[src/hdl/imrr_pkg.sv]
// package: register map, field layout and state carriers of the input mixer routing bank
package imrr_pkg;

   // ------------
   // bus geometry
   // ------------
   localparam int unsigned ADDR_W = 8;
   localparam int unsigned REG_W  = 16;

   // ------------
   // register offsets
   // ------------
   localparam logic [7:0] OFS_PIN_SEL = 8'h28;
   localparam logic [7:0] OFS_LMIX    = 8'h29;
   localparam logic [7:0] OFS_RMIX    = 8'h2A;

   // ------------
   // pin select field positions
   // ------------
   localparam int unsigned SEL_L2P = 7;
   localparam int unsigned SEL_L2N = 6;
   localparam int unsigned SEL_L1P = 5;
   localparam int unsigned SEL_L1N = 4;
   localparam int unsigned SEL_R2P = 3;
   localparam int unsigned SEL_R2N = 2;
   localparam int unsigned SEL_R1P = 1;
   localparam int unsigned SEL_R1N = 0;

   // ------------
   // record mixer field positions
   // ------------
   localparam int unsigned MIX_A2_UNMUTE = 8;
   localparam int unsigned MIX_A2_BOOST  = 7;
   localparam int unsigned MIX_A1_UNMUTE = 5;
   localparam int unsigned MIX_A1_BOOST  = 4;
   localparam int unsigned MIX_FB_LSB    = 0;
   localparam int unsigned MIX_FB_W      = 3;

   // ------------
   // implemented bits and reset values
   // ------------
   localparam logic [15:0]         SEL_MASK    = 16'h00FF;
   localparam logic [15:0]         MIX_MASK    = 16'h01B7;
   localparam logic [MIX_FB_W-1:0] FB_MUTE     = 3'h0;
   localparam logic [15:0]         RST_RDATA   = 16'h0000;
   localparam logic                RST_FB_MUTE = 1'b1;
   localparam logic                RST_REF     = 1'b0;

   // amplifier input connections, one bit each
   typedef struct packed {
      logic left_amp_two_pos_select;
      logic left_amp_two_neg_select;
      logic left_amp_one_pos_select;
      logic left_amp_one_neg_select;
      logic right_amp_two_pos_select;
      logic right_amp_two_neg_select;
      logic right_amp_one_pos_select;
      logic right_amp_one_neg_select;
   } imrr_route_t;

   // one record mixer's input controls
   typedef struct packed {
      logic                amp_two_mix_unmute;
      logic                amp_two_mix_boost;
      logic                amp_one_mix_unmute;
      logic                amp_one_mix_boost;
      logic [MIX_FB_W-1:0] feedback_gain;
   } imrr_mix_t;

   // whole state of the bank
   typedef struct packed {
      imrr_route_t route;
      imrr_mix_t   lmix;
      imrr_mix_t   rmix;
      logic        lfb_mute;
      logic        rfb_mute;
      logic        ref_need;
      logic [15:0] rdata;
   } imrr_state_t;

   localparam imrr_route_t RST_ROUTE = 8'h00;
   localparam imrr_mix_t   RST_MIX   = 7'h00;

endpackage

[src/hdl/imrr_regs.sv]
// input mixer routing register bank driving the record path front end
//
// Chosen here: the plain strobed port.
`timescale 1ns/1ns

module imrr_regs #(
   parameter int unsigned ADDR_W = imrr_pkg::ADDR_W
) (
   // clock, reset, enable
   input  wire logic                 core_clk,
   input  wire logic                 sys_rst,
   input  wire logic                 core_ce,
   // register port
   input  wire logic [ADDR_W-1:0]    reg_addr,
   input  wire logic [15:0]          reg_wdata,
   input  wire logic                 reg_wr,
   input  wire logic                 reg_rd,
   output      logic [15:0]          reg_rdata,
   // amplifier input routing
   output      imrr_pkg::imrr_route_t amp_route,
   // record mixer controls
   output      imrr_pkg::imrr_mix_t  left_record_mixer,
   output      imrr_pkg::imrr_mix_t  right_record_mixer,
   output      logic                 left_feedback_mute,
   output      logic                 right_feedback_mute,
   // status towards the reference buffer
   output      logic                 reference_buffer_needed
);

   // ------------
   // decode helpers
   // ------------

   // address match, offsets widened to the port width
   function automatic logic hit(
      input logic [ADDR_W-1:0] a,
      input logic [7:0]        ofs
   );
      hit = (a == ADDR_W'(ofs));
   endfunction

   // any of the three bank addresses
   function automatic logic mapped(
      input logic [ADDR_W-1:0] a
   );
      mapped = hit(a, imrr_pkg::OFS_PIN_SEL) | hit(a, imrr_pkg::OFS_LMIX)
             | hit(a, imrr_pkg::OFS_RMIX);
   endfunction

   // pin select word to connections; upper byte is dropped
   function automatic imrr_pkg::imrr_route_t route_from_word(
      input logic [15:0] w
   );
      imrr_pkg::imrr_route_t r;
      r = imrr_pkg::RST_ROUTE;
      r.left_amp_two_pos_select  = w[imrr_pkg::SEL_L2P];
      r.left_amp_two_neg_select  = w[imrr_pkg::SEL_L2N];
      r.left_amp_one_pos_select  = w[imrr_pkg::SEL_L1P];
      r.left_amp_one_neg_select  = w[imrr_pkg::SEL_L1N];
      r.right_amp_two_pos_select = w[imrr_pkg::SEL_R2P];
      r.right_amp_two_neg_select = w[imrr_pkg::SEL_R2N];
      r.right_amp_one_pos_select = w[imrr_pkg::SEL_R1P];
      r.right_amp_one_neg_select = w[imrr_pkg::SEL_R1N];
      route_from_word = r;
   endfunction

   // connections back to a read word, unused bits zero
   function automatic logic [15:0] route_to_word(
      input imrr_pkg::imrr_route_t r
   );
      logic [15:0] w;
      w = 16'h0000;
      w[imrr_pkg::SEL_L2P] = r.left_amp_two_pos_select;
      w[imrr_pkg::SEL_L2N] = r.left_amp_two_neg_select;
      w[imrr_pkg::SEL_L1P] = r.left_amp_one_pos_select;
      w[imrr_pkg::SEL_L1N] = r.left_amp_one_neg_select;
      w[imrr_pkg::SEL_R2P] = r.right_amp_two_pos_select;
      w[imrr_pkg::SEL_R2N] = r.right_amp_two_neg_select;
      w[imrr_pkg::SEL_R1P] = r.right_amp_one_pos_select;
      w[imrr_pkg::SEL_R1N] = r.right_amp_one_neg_select;
      route_to_word = w & imrr_pkg::SEL_MASK;
   endfunction

   // mixer word to controls; shared by both sides
   function automatic imrr_pkg::imrr_mix_t mix_from_word(
      input logic [15:0] w
   );
      imrr_pkg::imrr_mix_t m;
      m = imrr_pkg::RST_MIX;
      m.amp_two_mix_unmute = w[imrr_pkg::MIX_A2_UNMUTE];
      m.amp_two_mix_boost  = w[imrr_pkg::MIX_A2_BOOST];
      m.amp_one_mix_unmute = w[imrr_pkg::MIX_A1_UNMUTE];
      m.amp_one_mix_boost  = w[imrr_pkg::MIX_A1_BOOST];
      m.feedback_gain      = w[imrr_pkg::MIX_FB_LSB +: imrr_pkg::MIX_FB_W];
      mix_from_word = m;
   endfunction

   // mixer controls back to a read word, bits 6 and 3 stay zero
   function automatic logic [15:0] mix_to_word(
      input imrr_pkg::imrr_mix_t m
   );
      logic [15:0] w;
      w = 16'h0000;
      w[imrr_pkg::MIX_A2_UNMUTE] = m.amp_two_mix_unmute;
      w[imrr_pkg::MIX_A2_BOOST]  = m.amp_two_mix_boost;
      w[imrr_pkg::MIX_A1_UNMUTE] = m.amp_one_mix_unmute;
      w[imrr_pkg::MIX_A1_BOOST]  = m.amp_one_mix_boost;
      w[imrr_pkg::MIX_FB_LSB +: imrr_pkg::MIX_FB_W] = m.feedback_gain;
      mix_to_word = w & imrr_pkg::MIX_MASK;
   endfunction

   // an unmuted amp whose positive input sits on mid-rail
   function automatic logic side_ref_need(
      input imrr_pkg::imrr_mix_t m,
      input logic                two_pos,
      input logic                one_pos
   );
      side_ref_need = (m.amp_two_mix_unmute & ~two_pos)
                    | (m.amp_one_mix_unmute & ~one_pos);
   endfunction

   // ------------
   // state
   // ------------
   imrr_pkg::imrr_state_t state_r;
   imrr_pkg::imrr_state_t state_nxt;
   imrr_pkg::imrr_state_t rst_state;

   // reset image: everything disconnected or muted
   always_comb begin
      rst_state          = state_r;
      rst_state.route    = imrr_pkg::RST_ROUTE;
      rst_state.lmix     = imrr_pkg::RST_MIX;
      rst_state.rmix     = imrr_pkg::RST_MIX;
      rst_state.lfb_mute = imrr_pkg::RST_FB_MUTE;
      rst_state.rfb_mute = imrr_pkg::RST_FB_MUTE;
      rst_state.ref_need = imrr_pkg::RST_REF;
      rst_state.rdata    = imrr_pkg::RST_RDATA;
   end

   // next state: writes, read capture, derived flags
   always_comb begin
      state_nxt       = state_r;
      // read data stands for one cycle only
      state_nxt.rdata = imrr_pkg::RST_RDATA;
      if (reg_wr) begin
         if (hit(reg_addr, imrr_pkg::OFS_PIN_SEL)) begin
            state_nxt.route = route_from_word(reg_wdata);
         end
         if (hit(reg_addr, imrr_pkg::OFS_LMIX)) begin
            state_nxt.lmix = mix_from_word(reg_wdata);
         end
         if (hit(reg_addr, imrr_pkg::OFS_RMIX)) begin
            state_nxt.rmix = mix_from_word(reg_wdata);
         end
      end
      // unmapped addresses answer zero
      if (reg_rd) begin
         if (hit(reg_addr, imrr_pkg::OFS_PIN_SEL)) begin
            state_nxt.rdata = route_to_word(state_r.route);
         end else if (hit(reg_addr, imrr_pkg::OFS_LMIX)) begin
            state_nxt.rdata = mix_to_word(state_r.lmix);
         end else if (hit(reg_addr, imrr_pkg::OFS_RMIX)) begin
            state_nxt.rdata = mix_to_word(state_r.rmix);
         end
      end
      // decoded from the new fields so they never lag a write
      state_nxt.lfb_mute = (state_nxt.lmix.feedback_gain == imrr_pkg::FB_MUTE);
      state_nxt.rfb_mute = (state_nxt.rmix.feedback_gain == imrr_pkg::FB_MUTE);
      // status only: the buffer itself is software's job
      state_nxt.ref_need =
         side_ref_need(state_nxt.lmix,
                       state_nxt.route.left_amp_two_pos_select,
                       state_nxt.route.left_amp_one_pos_select)
       | side_ref_need(state_nxt.rmix,
                       state_nxt.route.right_amp_two_pos_select,
                       state_nxt.route.right_amp_one_pos_select);
   end

   // reset beats the enable; a low enable freezes everything
   always_ff @(posedge core_clk) begin
      if (sys_rst) begin
         state_r <= rst_state;
      end else if (core_ce) begin
         state_r <= state_nxt;
      end
   end

   // ------------
   // outputs, all straight from state flops
   // ------------
   assign reg_rdata               = state_r.rdata;
   assign amp_route               = state_r.route;
   assign left_record_mixer       = state_r.lmix;
   assign right_record_mixer      = state_r.rmix;
   assign left_feedback_mute      = state_r.lfb_mute;
   assign right_feedback_mute     = state_r.rfb_mute;
   assign reference_buffer_needed = state_r.ref_need;

   // ------------
   // checks
   // ------------

   // pin select write lands in the routing outputs
   AST_ROUTE_WR: assert property (@(posedge core_clk) disable iff (sys_rst)
      core_ce && reg_wr && hit(reg_addr, imrr_pkg::OFS_PIN_SEL)
      |=> amp_route == $past(reg_wdata[7:0]))
      else $error("routing does not follow pin select write");

   // left mixer write lands, reserved bits dropped
   AST_LMIX_WR: assert property (@(posedge core_clk) disable iff (sys_rst)
      core_ce && reg_wr && hit(reg_addr, imrr_pkg::OFS_LMIX)
      |=> left_record_mixer == {$past(reg_wdata[8:7]), $past(reg_wdata[5:4]), $past(reg_wdata[2:0])})
      else $error("left mixer controls do not follow write");

   // right mixer write lands, reserved bits dropped
   AST_RMIX_WR: assert property (@(posedge core_clk) disable iff (sys_rst)
      core_ce && reg_wr && hit(reg_addr, imrr_pkg::OFS_RMIX)
      |=> right_record_mixer == {$past(reg_wdata[8:7]), $past(reg_wdata[5:4]), $past(reg_wdata[2:0])})
      else $error("right mixer controls do not follow write");

   // two cycles without a write, then held on the next cycle
   AST_HOLD: assert property (@(posedge core_clk) disable iff (sys_rst)
      !(core_ce && reg_wr) ##1 !(core_ce && reg_wr)
      |=> $stable(amp_route) && $stable(left_record_mixer) && $stable(right_record_mixer))
      else $error("controls changed without a write");

   // pin select read returns stored value, upper byte zero
   AST_RD_SEL: assert property (@(posedge core_clk) disable iff (sys_rst)
      core_ce && reg_rd && hit(reg_addr, imrr_pkg::OFS_PIN_SEL)
      |=> reg_rdata == {8'h00, $past(amp_route)})
      else $error("pin select readback wrong");

   // left mixer read returns stored value with reserved bits zero
   AST_RD_LMIX: assert property (@(posedge core_clk) disable iff (sys_rst)
      core_ce && reg_rd && hit(reg_addr, imrr_pkg::OFS_LMIX)
      |=> reg_rdata == mix_to_word($past(left_record_mixer))
          && (reg_rdata & ~imrr_pkg::MIX_MASK) == 16'h0000)
      else $error("left mixer readback wrong");

   // read data stand one cycle only
   AST_RD_ONE: assert property (@(posedge core_clk) disable iff (sys_rst)
      core_ce && !reg_rd |=> reg_rdata == 16'h0000)
      else $error("read data outstayed its cycle");

   // first cycle after reset: all muted and disconnected
   AST_RESET: assert property (@(posedge core_clk) disable iff (sys_rst)
      $past(sys_rst) |-> amp_route == 8'h00 && left_record_mixer == 7'h00
         && right_record_mixer == 7'h00 && left_feedback_mute && right_feedback_mute)
      else $error("bad state after reset");

   // feedback mute flags track code 000
   AST_FB_MUTE: assert property (@(posedge core_clk) disable iff (sys_rst)
      left_feedback_mute == (left_record_mixer.feedback_gain == 3'h0)
      && right_feedback_mute == (right_record_mixer.feedback_gain == 3'h0))
      else $error("feedback mute flag disagrees with gain code");

   // reference status tracks unmuted mid-rail amps
   AST_REF_NEED: assert property (@(posedge core_clk) disable iff (sys_rst)
      reference_buffer_needed ==
        ((left_record_mixer.amp_two_mix_unmute && !amp_route.left_amp_two_pos_select)
      || (left_record_mixer.amp_one_mix_unmute && !amp_route.left_amp_one_pos_select)
      || (right_record_mixer.amp_two_mix_unmute && !amp_route.right_amp_two_pos_select)
      || (right_record_mixer.amp_one_mix_unmute && !amp_route.right_amp_one_pos_select)))
      else $error("reference status wrong");

   // low enable freezes the read data too
   AST_CE_FREEZE: assert property (@(posedge core_clk) disable iff (sys_rst)
      !core_ce |=> $stable(reg_rdata) && $stable(amp_route))
      else $error("state moved with enable low");

   // right mixer readback, reserved bits zero
   AST_RD_RMIX: assert property (@(posedge core_clk) disable iff (sys_rst)
      core_ce && reg_rd && hit(reg_addr, imrr_pkg::OFS_RMIX)
      |=> reg_rdata == {7'h00, $past(right_record_mixer[6:5]), 1'b0,
                        $past(right_record_mixer[4:3]), 1'b0, $past(right_record_mixer[2:0])})
      else $error("right mixer readback wrong");

   // other addresses read as zero
   AST_RD_UNMAPPED: assert property (@(posedge core_clk) disable iff (sys_rst)
      core_ce && reg_rd && !mapped(reg_addr)
      |=> reg_rdata == 16'h0000)
      else $error("unmapped read returned data");

   // other addresses take no write
   AST_WR_UNMAPPED: assert property (@(posedge core_clk) disable iff (sys_rst)
      core_ce && reg_wr && !mapped(reg_addr)
      |=> $stable(amp_route) && $stable(left_record_mixer) && $stable(right_record_mixer))
      else $error("unmapped write changed a control");

   // a pin select write leaves both mixers alone
   AST_SEL_ONLY: assert property (@(posedge core_clk) disable iff (sys_rst)
      core_ce && reg_wr && hit(reg_addr, imrr_pkg::OFS_PIN_SEL)
      |=> $stable(left_record_mixer) && $stable(right_record_mixer))
      else $error("pin select write touched a mixer");

   // a left mixer write leaves routing and right mixer alone
   AST_LMIX_ONLY: assert property (@(posedge core_clk) disable iff (sys_rst)
      core_ce && reg_wr && hit(reg_addr, imrr_pkg::OFS_LMIX)
      |=> $stable(amp_route) && $stable(right_record_mixer))
      else $error("left mixer write touched another register");

   // a right mixer write leaves routing and left mixer alone
   AST_RMIX_ONLY: assert property (@(posedge core_clk) disable iff (sys_rst)
      core_ce && reg_wr && hit(reg_addr, imrr_pkg::OFS_RMIX)
      |=> $stable(amp_route) && $stable(left_record_mixer))
      else $error("right mixer write touched another register");

   // reads have no side effect on the controls
   AST_RD_NO_SIDE: assert property (@(posedge core_clk) disable iff (sys_rst)
      core_ce && reg_rd
      |=> $stable(amp_route) && $stable(left_record_mixer) && $stable(right_record_mixer))
      else $error("read changed a control");

   // read data and reference status clear in reset
   AST_RESET_STATUS: assert property (@(posedge core_clk) disable iff (sys_rst)
      $past(sys_rst)
      |-> reg_rdata == 16'h0000 && !reference_buffer_needed)
      else $error("status not clear after reset");

   // low enable freezes mixers and status as well
   AST_CE_HOLD_MIX: assert property (@(posedge core_clk) disable iff (sys_rst)
      !core_ce |=> $stable(left_record_mixer) && $stable(right_record_mixer)
         && $stable(reference_buffer_needed))
      else $error("mixer state moved with enable low");

   // left feedback mute follows the written code
   AST_LFB_WR: assert property (@(posedge core_clk) disable iff (sys_rst)
      core_ce && reg_wr && hit(reg_addr, imrr_pkg::OFS_LMIX)
      |=> left_feedback_mute == ($past(reg_wdata[2:0]) == 3'h0))
      else $error("left feedback mute wrong after write");

   // right feedback mute follows the written code
   AST_RFB_WR: assert property (@(posedge core_clk) disable iff (sys_rst)
      core_ce && reg_wr && hit(reg_addr, imrr_pkg::OFS_RMIX)
      |=> right_feedback_mute == ($past(reg_wdata[2:0]) == 3'h0))
      else $error("right feedback mute wrong after write");

   // every positive input on its pin: no reference needed
   AST_REF_PINS: assert property (@(posedge core_clk) disable iff (sys_rst)
      (amp_route & 8'hAA) == 8'hAA
      |-> !reference_buffer_needed)
      else $error("reference flagged with all pins selected");

   // every amp muted: no reference needed
   AST_REF_MUTED: assert property (@(posedge core_clk) disable iff (sys_rst)
      !left_record_mixer.amp_two_mix_unmute && !left_record_mixer.amp_one_mix_unmute
      && !right_record_mixer.amp_two_mix_unmute && !right_record_mixer.amp_one_mix_unmute
      |-> !reference_buffer_needed)
      else $error("reference flagged with all amps muted");

endmodule

[config.mk]
export PLATFORM = sky130hd
export DESIGN_NAME = imrr_regs
export DESIGN_NICKNAME = d
export VERILOG_FILES = /design/src/hdl/imrr_pkg.sv /design/src/hdl/imrr_regs.sv
export SDC_FILE = /design/constraint.sdc
export NUM_CORES = 1
export LEC_CHECK = 0
export ABC_CLOCK_PERIOD_IN_PS = 2140
export BUFFER_PORTS_ARGS = -buffer_cell sky130_fd_sc_hd__buf_2
export CAP_MARGIN = 15
export CORE_MARGIN = 2
export CORE_UTILIZATION = 30
export CTS_CLUSTER_SIZE = 12
export DETAILED_ROUTE_END_ITERATION = 8
export GPL_TIMING_DRIVEN = 0
export PLACE_DENSITY = 0.61
export SYNTH_ARGS = -nofsm -noshare
export SYNTH_HDL_FRONTEND = slang
export SYNTH_SLANG_ARGS = --single-unit
[constraint.sdc]
create_clock -name core_clk -period 2.14 [get_ports core_clk]
set_input_delay 0.428 -clock core_clk [delete_from_list [all_inputs] [get_ports core_clk]]
set_output_delay 0.428 -clock core_clk [all_outputs]
set_load 0.02 [all_outputs]
# After elaboration in Yosys (flattened, before gate mapping)
# Cells that the tools add are included.
# word_totals
in_bits	29
latchBits	0
wordCells	49
mem_count	0
ramBits	0
regBits	41
rom_bits	0
out_inout_bits	41
# classes
mul	0
n_eq_ne	3
n_lt_le_gt_ge	0
n_mux	8
reduce_logical	5
n_div	0
n_shift	0
bitwise_logic	11
n_addsub	0
# ops
cell	count
$mux W9	4
$eq A8 B6 Y1 const B	3
$mux W22	1
$mux W7	2
$reduce_and A3 Y1	3
$mux W8	1
$logic_not A3 Y1	2
$and A1 B1 Y1	4
$not A1 Y1	4
$or A1 B1 Y1	3

# Logic depth before layout (Yosys ltp)
# depth
depth_word	7
depth_mapped	7
ltp_nobuf	5

# Worst setup path after synthesis
# OpenSTA, ideal clock, no wires.
# synth_timing
path_type	input-to-reg
startpoint	input reg_addr[7]
endpoint	register state_r, in the netlist reference_buffer_needed
t_required_ns	2.013
t_arrival_ns	2.192
slack_ns	-0.180
cell_stages	7
cell_sequence	or4b_4 buf_6 nor4_2 buf_2 mux2_2 a22oi_1 a211oi_2
# synth_between
elab_chain_cells	7
elab_cells_between_ends	18
# synth_lines
element	line_no	text
start: declaration	imrr_regs.sv:14	input wire logic [ADDR_W-1:0] reg_addr,
$eq A8 B6 Y1	imrr_regs.sv:39	hit = (a == ADDR_W'(ofs));
$mux W8	imrr_regs.sv:147	if (hit(reg_addr, imrr_pkg::OFS_PIN_SEL)) begin
$mux W22 *	imrr_regs.sv:146	if (reg_wr) begin
$not A1 Y1 (on tied branches)	imrr_regs.sv:118, imrr_regs.sv:119	
$and A1 B1 Y1 (on tied branches)	imrr_regs.sv:118, imrr_regs.sv:119	
$or A1 B1 Y1	imrr_regs.sv:119	| (m.amp_one_mix_unmute & ~one_pos);
$or A1 B1 Y1 *	imrr_regs.sv:175	| side_ref_need(state_nxt.rmix,
end signal: assignment	imrr_regs.sv:183	state_r <= rst_state;
end signal: assignment	imrr_regs.sv:185	state_r <= state_nxt;
end: declaration	imrr_regs.sv:125	imrr_pkg::imrr_state_t state_r;
# Mark *: on every way between the ends. The rest lies on a longest branch, timed or not.
# A chain may end at the register's enable or synchronous reset.

# Worst setup path in the final report
# layout_timing
startpoint	input reg_addr[2]
endpoint	register state_r, in the netlist reference_buffer_needed
# The elaborated chain is that of the path after synthesis.

==> qor.yml <==
ioPinCount: 70
ys_types: 40
die_area_mm2: 0.006251
violations: "setup timing"
dominantRegCellSynth: "dfxtp_1"
vias: 1709
crit_type: "input pin to flop"
fin_skew_ps: 4.605
grt_pass1_wl_mm: 8.079
fin_nets: 302
power_density_mw_per_mm2: 543.1
final_cell_count_no_fill: 346
drt-total-wl_mm: 5.139
startpoint_type: "input pin"
dr_wl_met2_mm: 2.387
numCtsBuffers: 5
clkSinkCount: 34
final_layout_size_suffix_gt1_share_pct: 33.94
synthArstFlopShare_pct: 0
power_mw: 1.246
place_congestion: 0.7981
rsz0062_at_grt: "true"
peakVddDrop_v: 0.0002311
clock_latency_ps: 290
synth_area_per_cell_um2: 8.410
core-area_mm2: 0.005473
grt-ovfl-total: 0
max_freq_ghz: 0.4658
syn_inst: 201
seq_area_um2: 680.7
place_area_mm2: 0.002091
ys_warn_count: 0
cp.arrival_ps: 2320
required_ps: 2310
fin_ws_ps: -6.865
dp.cells: 333
yosysTopAreaCell: "dfxtp_1"
dr.pass1.iters: 5
dpl.hpwl_mm: 3.733
clock_path_buffers: 2
final_max_slew_viol_count: 0
ant_nets: 0
design_area_mm2: 0.002295
synthMostInstantiatedCell: "dfxtp_1"
root_buffer: "clkbuf_8"
hp-class: "input pin to flop"
grt_util_all_layers_pct: 16.91
top_layer_used: "met4"
tightest_slew_ps: 554.9
setup_violations: 1
area_growth_pct: 35.75
synthTopCellsByArea: "dfxtp_1 (40%), a21oi_1 (6.8%), mux2i_1 (6.5%)"
slew_headroom_pct: 63.01
wl_per_cell_um: 14.85
power.leakage_nw: 0.9431
max-cap-violations: 0
rows: 27
crit_fanout: 7
n_antenna_cell: 0
end_kind: "flop"
ys_seq_elements: 34
antenna_found_initial: 0
finalHoldViolCount: 0
dr_wl_met3_um: 391
drc: 0
initial_utilization_pct: 30.89
synth_top_cell_area_share_pct: 40.27
die_height_um: 79.07
multi_input_area_um2: 964.7
die_w_um: 79.07
port_buffers: 54
grt_pass1_vias: 1600
wl_met1_mm: 2.314
via_per_inst: 4.939
synth_common_cells: "dfxtp_1 (34), a21oi_1 (23), nand2_1 (19), nor2_1 (19), nand3_1 (16)"
synth-seq-area-share_pct: 40.27
htreeDepth: 2
period_share_pct: 100.3
synth_edf_count: 0
first_iter_violations: 81
path_clk_slew_ps: 70
status: "finished, violations left"
grt_max_degree: 11
cts_tree: "built"
period_needed_ps: 2147
syn-cell-area_mm2: 0.001690
cts_hold_buffers: 0
n_fill_cell: 586
hold_ws_ps: 384.2
[layout make-up]
| class | count | share of cell area [%] |
|---|---|---|
| clock buffer | 7 | 3.762 |
| buffer | 22 | 5.725 |
| clock inverter | 1 | 0.2181 |
| inverter | 3 | 0.4907 |
| tap | 72 | 3.926 |
| sequential | 34 | 29.66 |
| multi-input combinational | 147 | 42.04 |
| timing repair buffer | 60 | 14.18 |
[layer usage]
layer / vias up / GRT usage [%]
met1: 790 / 22.46
met2: 66 / 26.86
met3: 6 / 5.114
met4: 0 / 4.138
li1: 847 / -
met5: - / 0
[cell families after synthesis]
family          after synthesis  share of synthesized area [%]
other cells                   1                         0.2218
mux                          14                          8.512
buf+inv                      26                          8.068
flops                        34                          40.27
xor+xnor                      1                         0.5182
compound gates               45                          18.36
simple gates                 80                          24.06
[cell usage in the layout (no fill, tap or decap), drive strengths merged, types with 2 or more instances in the layout]
cell type	instances
nand2	19
clkinv	2
a21oi	23
or4	3
inv	2
buf	70
nor2	19
o2111ai	6
nand2b	10
nor4	2
nand4	2
or2	2
dfxtp	34
o2bb2ai	5
mux2i	11
nand3	16
mux2	3
conb	7
clkbuf	19
a31oi	2
[critical path: stages]
cell	delay (ps)
buf_6	90
or4b_4	600
nor4_4	380
buf_4	170
mux2_4	300
a221oi_4	250
a211oi_2	100
[power by group]
part	internal, mW	switching (mW)
clock network	0.259	0.227
registers	0.634	0.000924
logic	0.0450	0.0804
total	0.938	0.308
[path summary, 6_finish.rpt]
| kind | startpoint | endpoint | slack [ps] | cells past startpoint |
|---|---|---|---|---|
| hold reg to reg | reg_rdata[6] | reg_rdata[6] | 470 | 2 |
| setup / recovery | reg_addr[2] | reference_buffer_needed | -7 | 7 |
| setup reg to reg | amp_route[5] | reference_buffer_needed | 940 | 5 |
| hold / removal | reg_wdata[6] | amp_route[6] | 380 | 3 |
[metrics by stage]
step	util (%)	worst slack [ps]	TNS, ps
floorplan	-	-131.3	-426.7
global placement	38.20	-499.0	-6023
detailed placement	38.20	-516.1	-6569
CTS	40.17	-66.81	-486.2
global route	41.93	-61.45	-61.45
finish	41.93	-6.865	-6.865
[registers in the layout, summed over array words and instances, names as in the netlist]
| signal | count |
|---|---|
| amp_route | 8 |
| left_feedback_mute | 1 |
| left_record_mixer | 7 |
| reference_buffer_needed | 1 |
| reg_rdata | 9 |
| right_feedback_mute | 1 |
| right_record_mixer | 7 |
[repair_timing]
item,4_1_cts,5_1_grt
gates resized for setup,3,15
setup endpoints to repair,9,12
buffers inserted,1,5
pin swaps,0,6
Power figures use the tool's default switching activity.
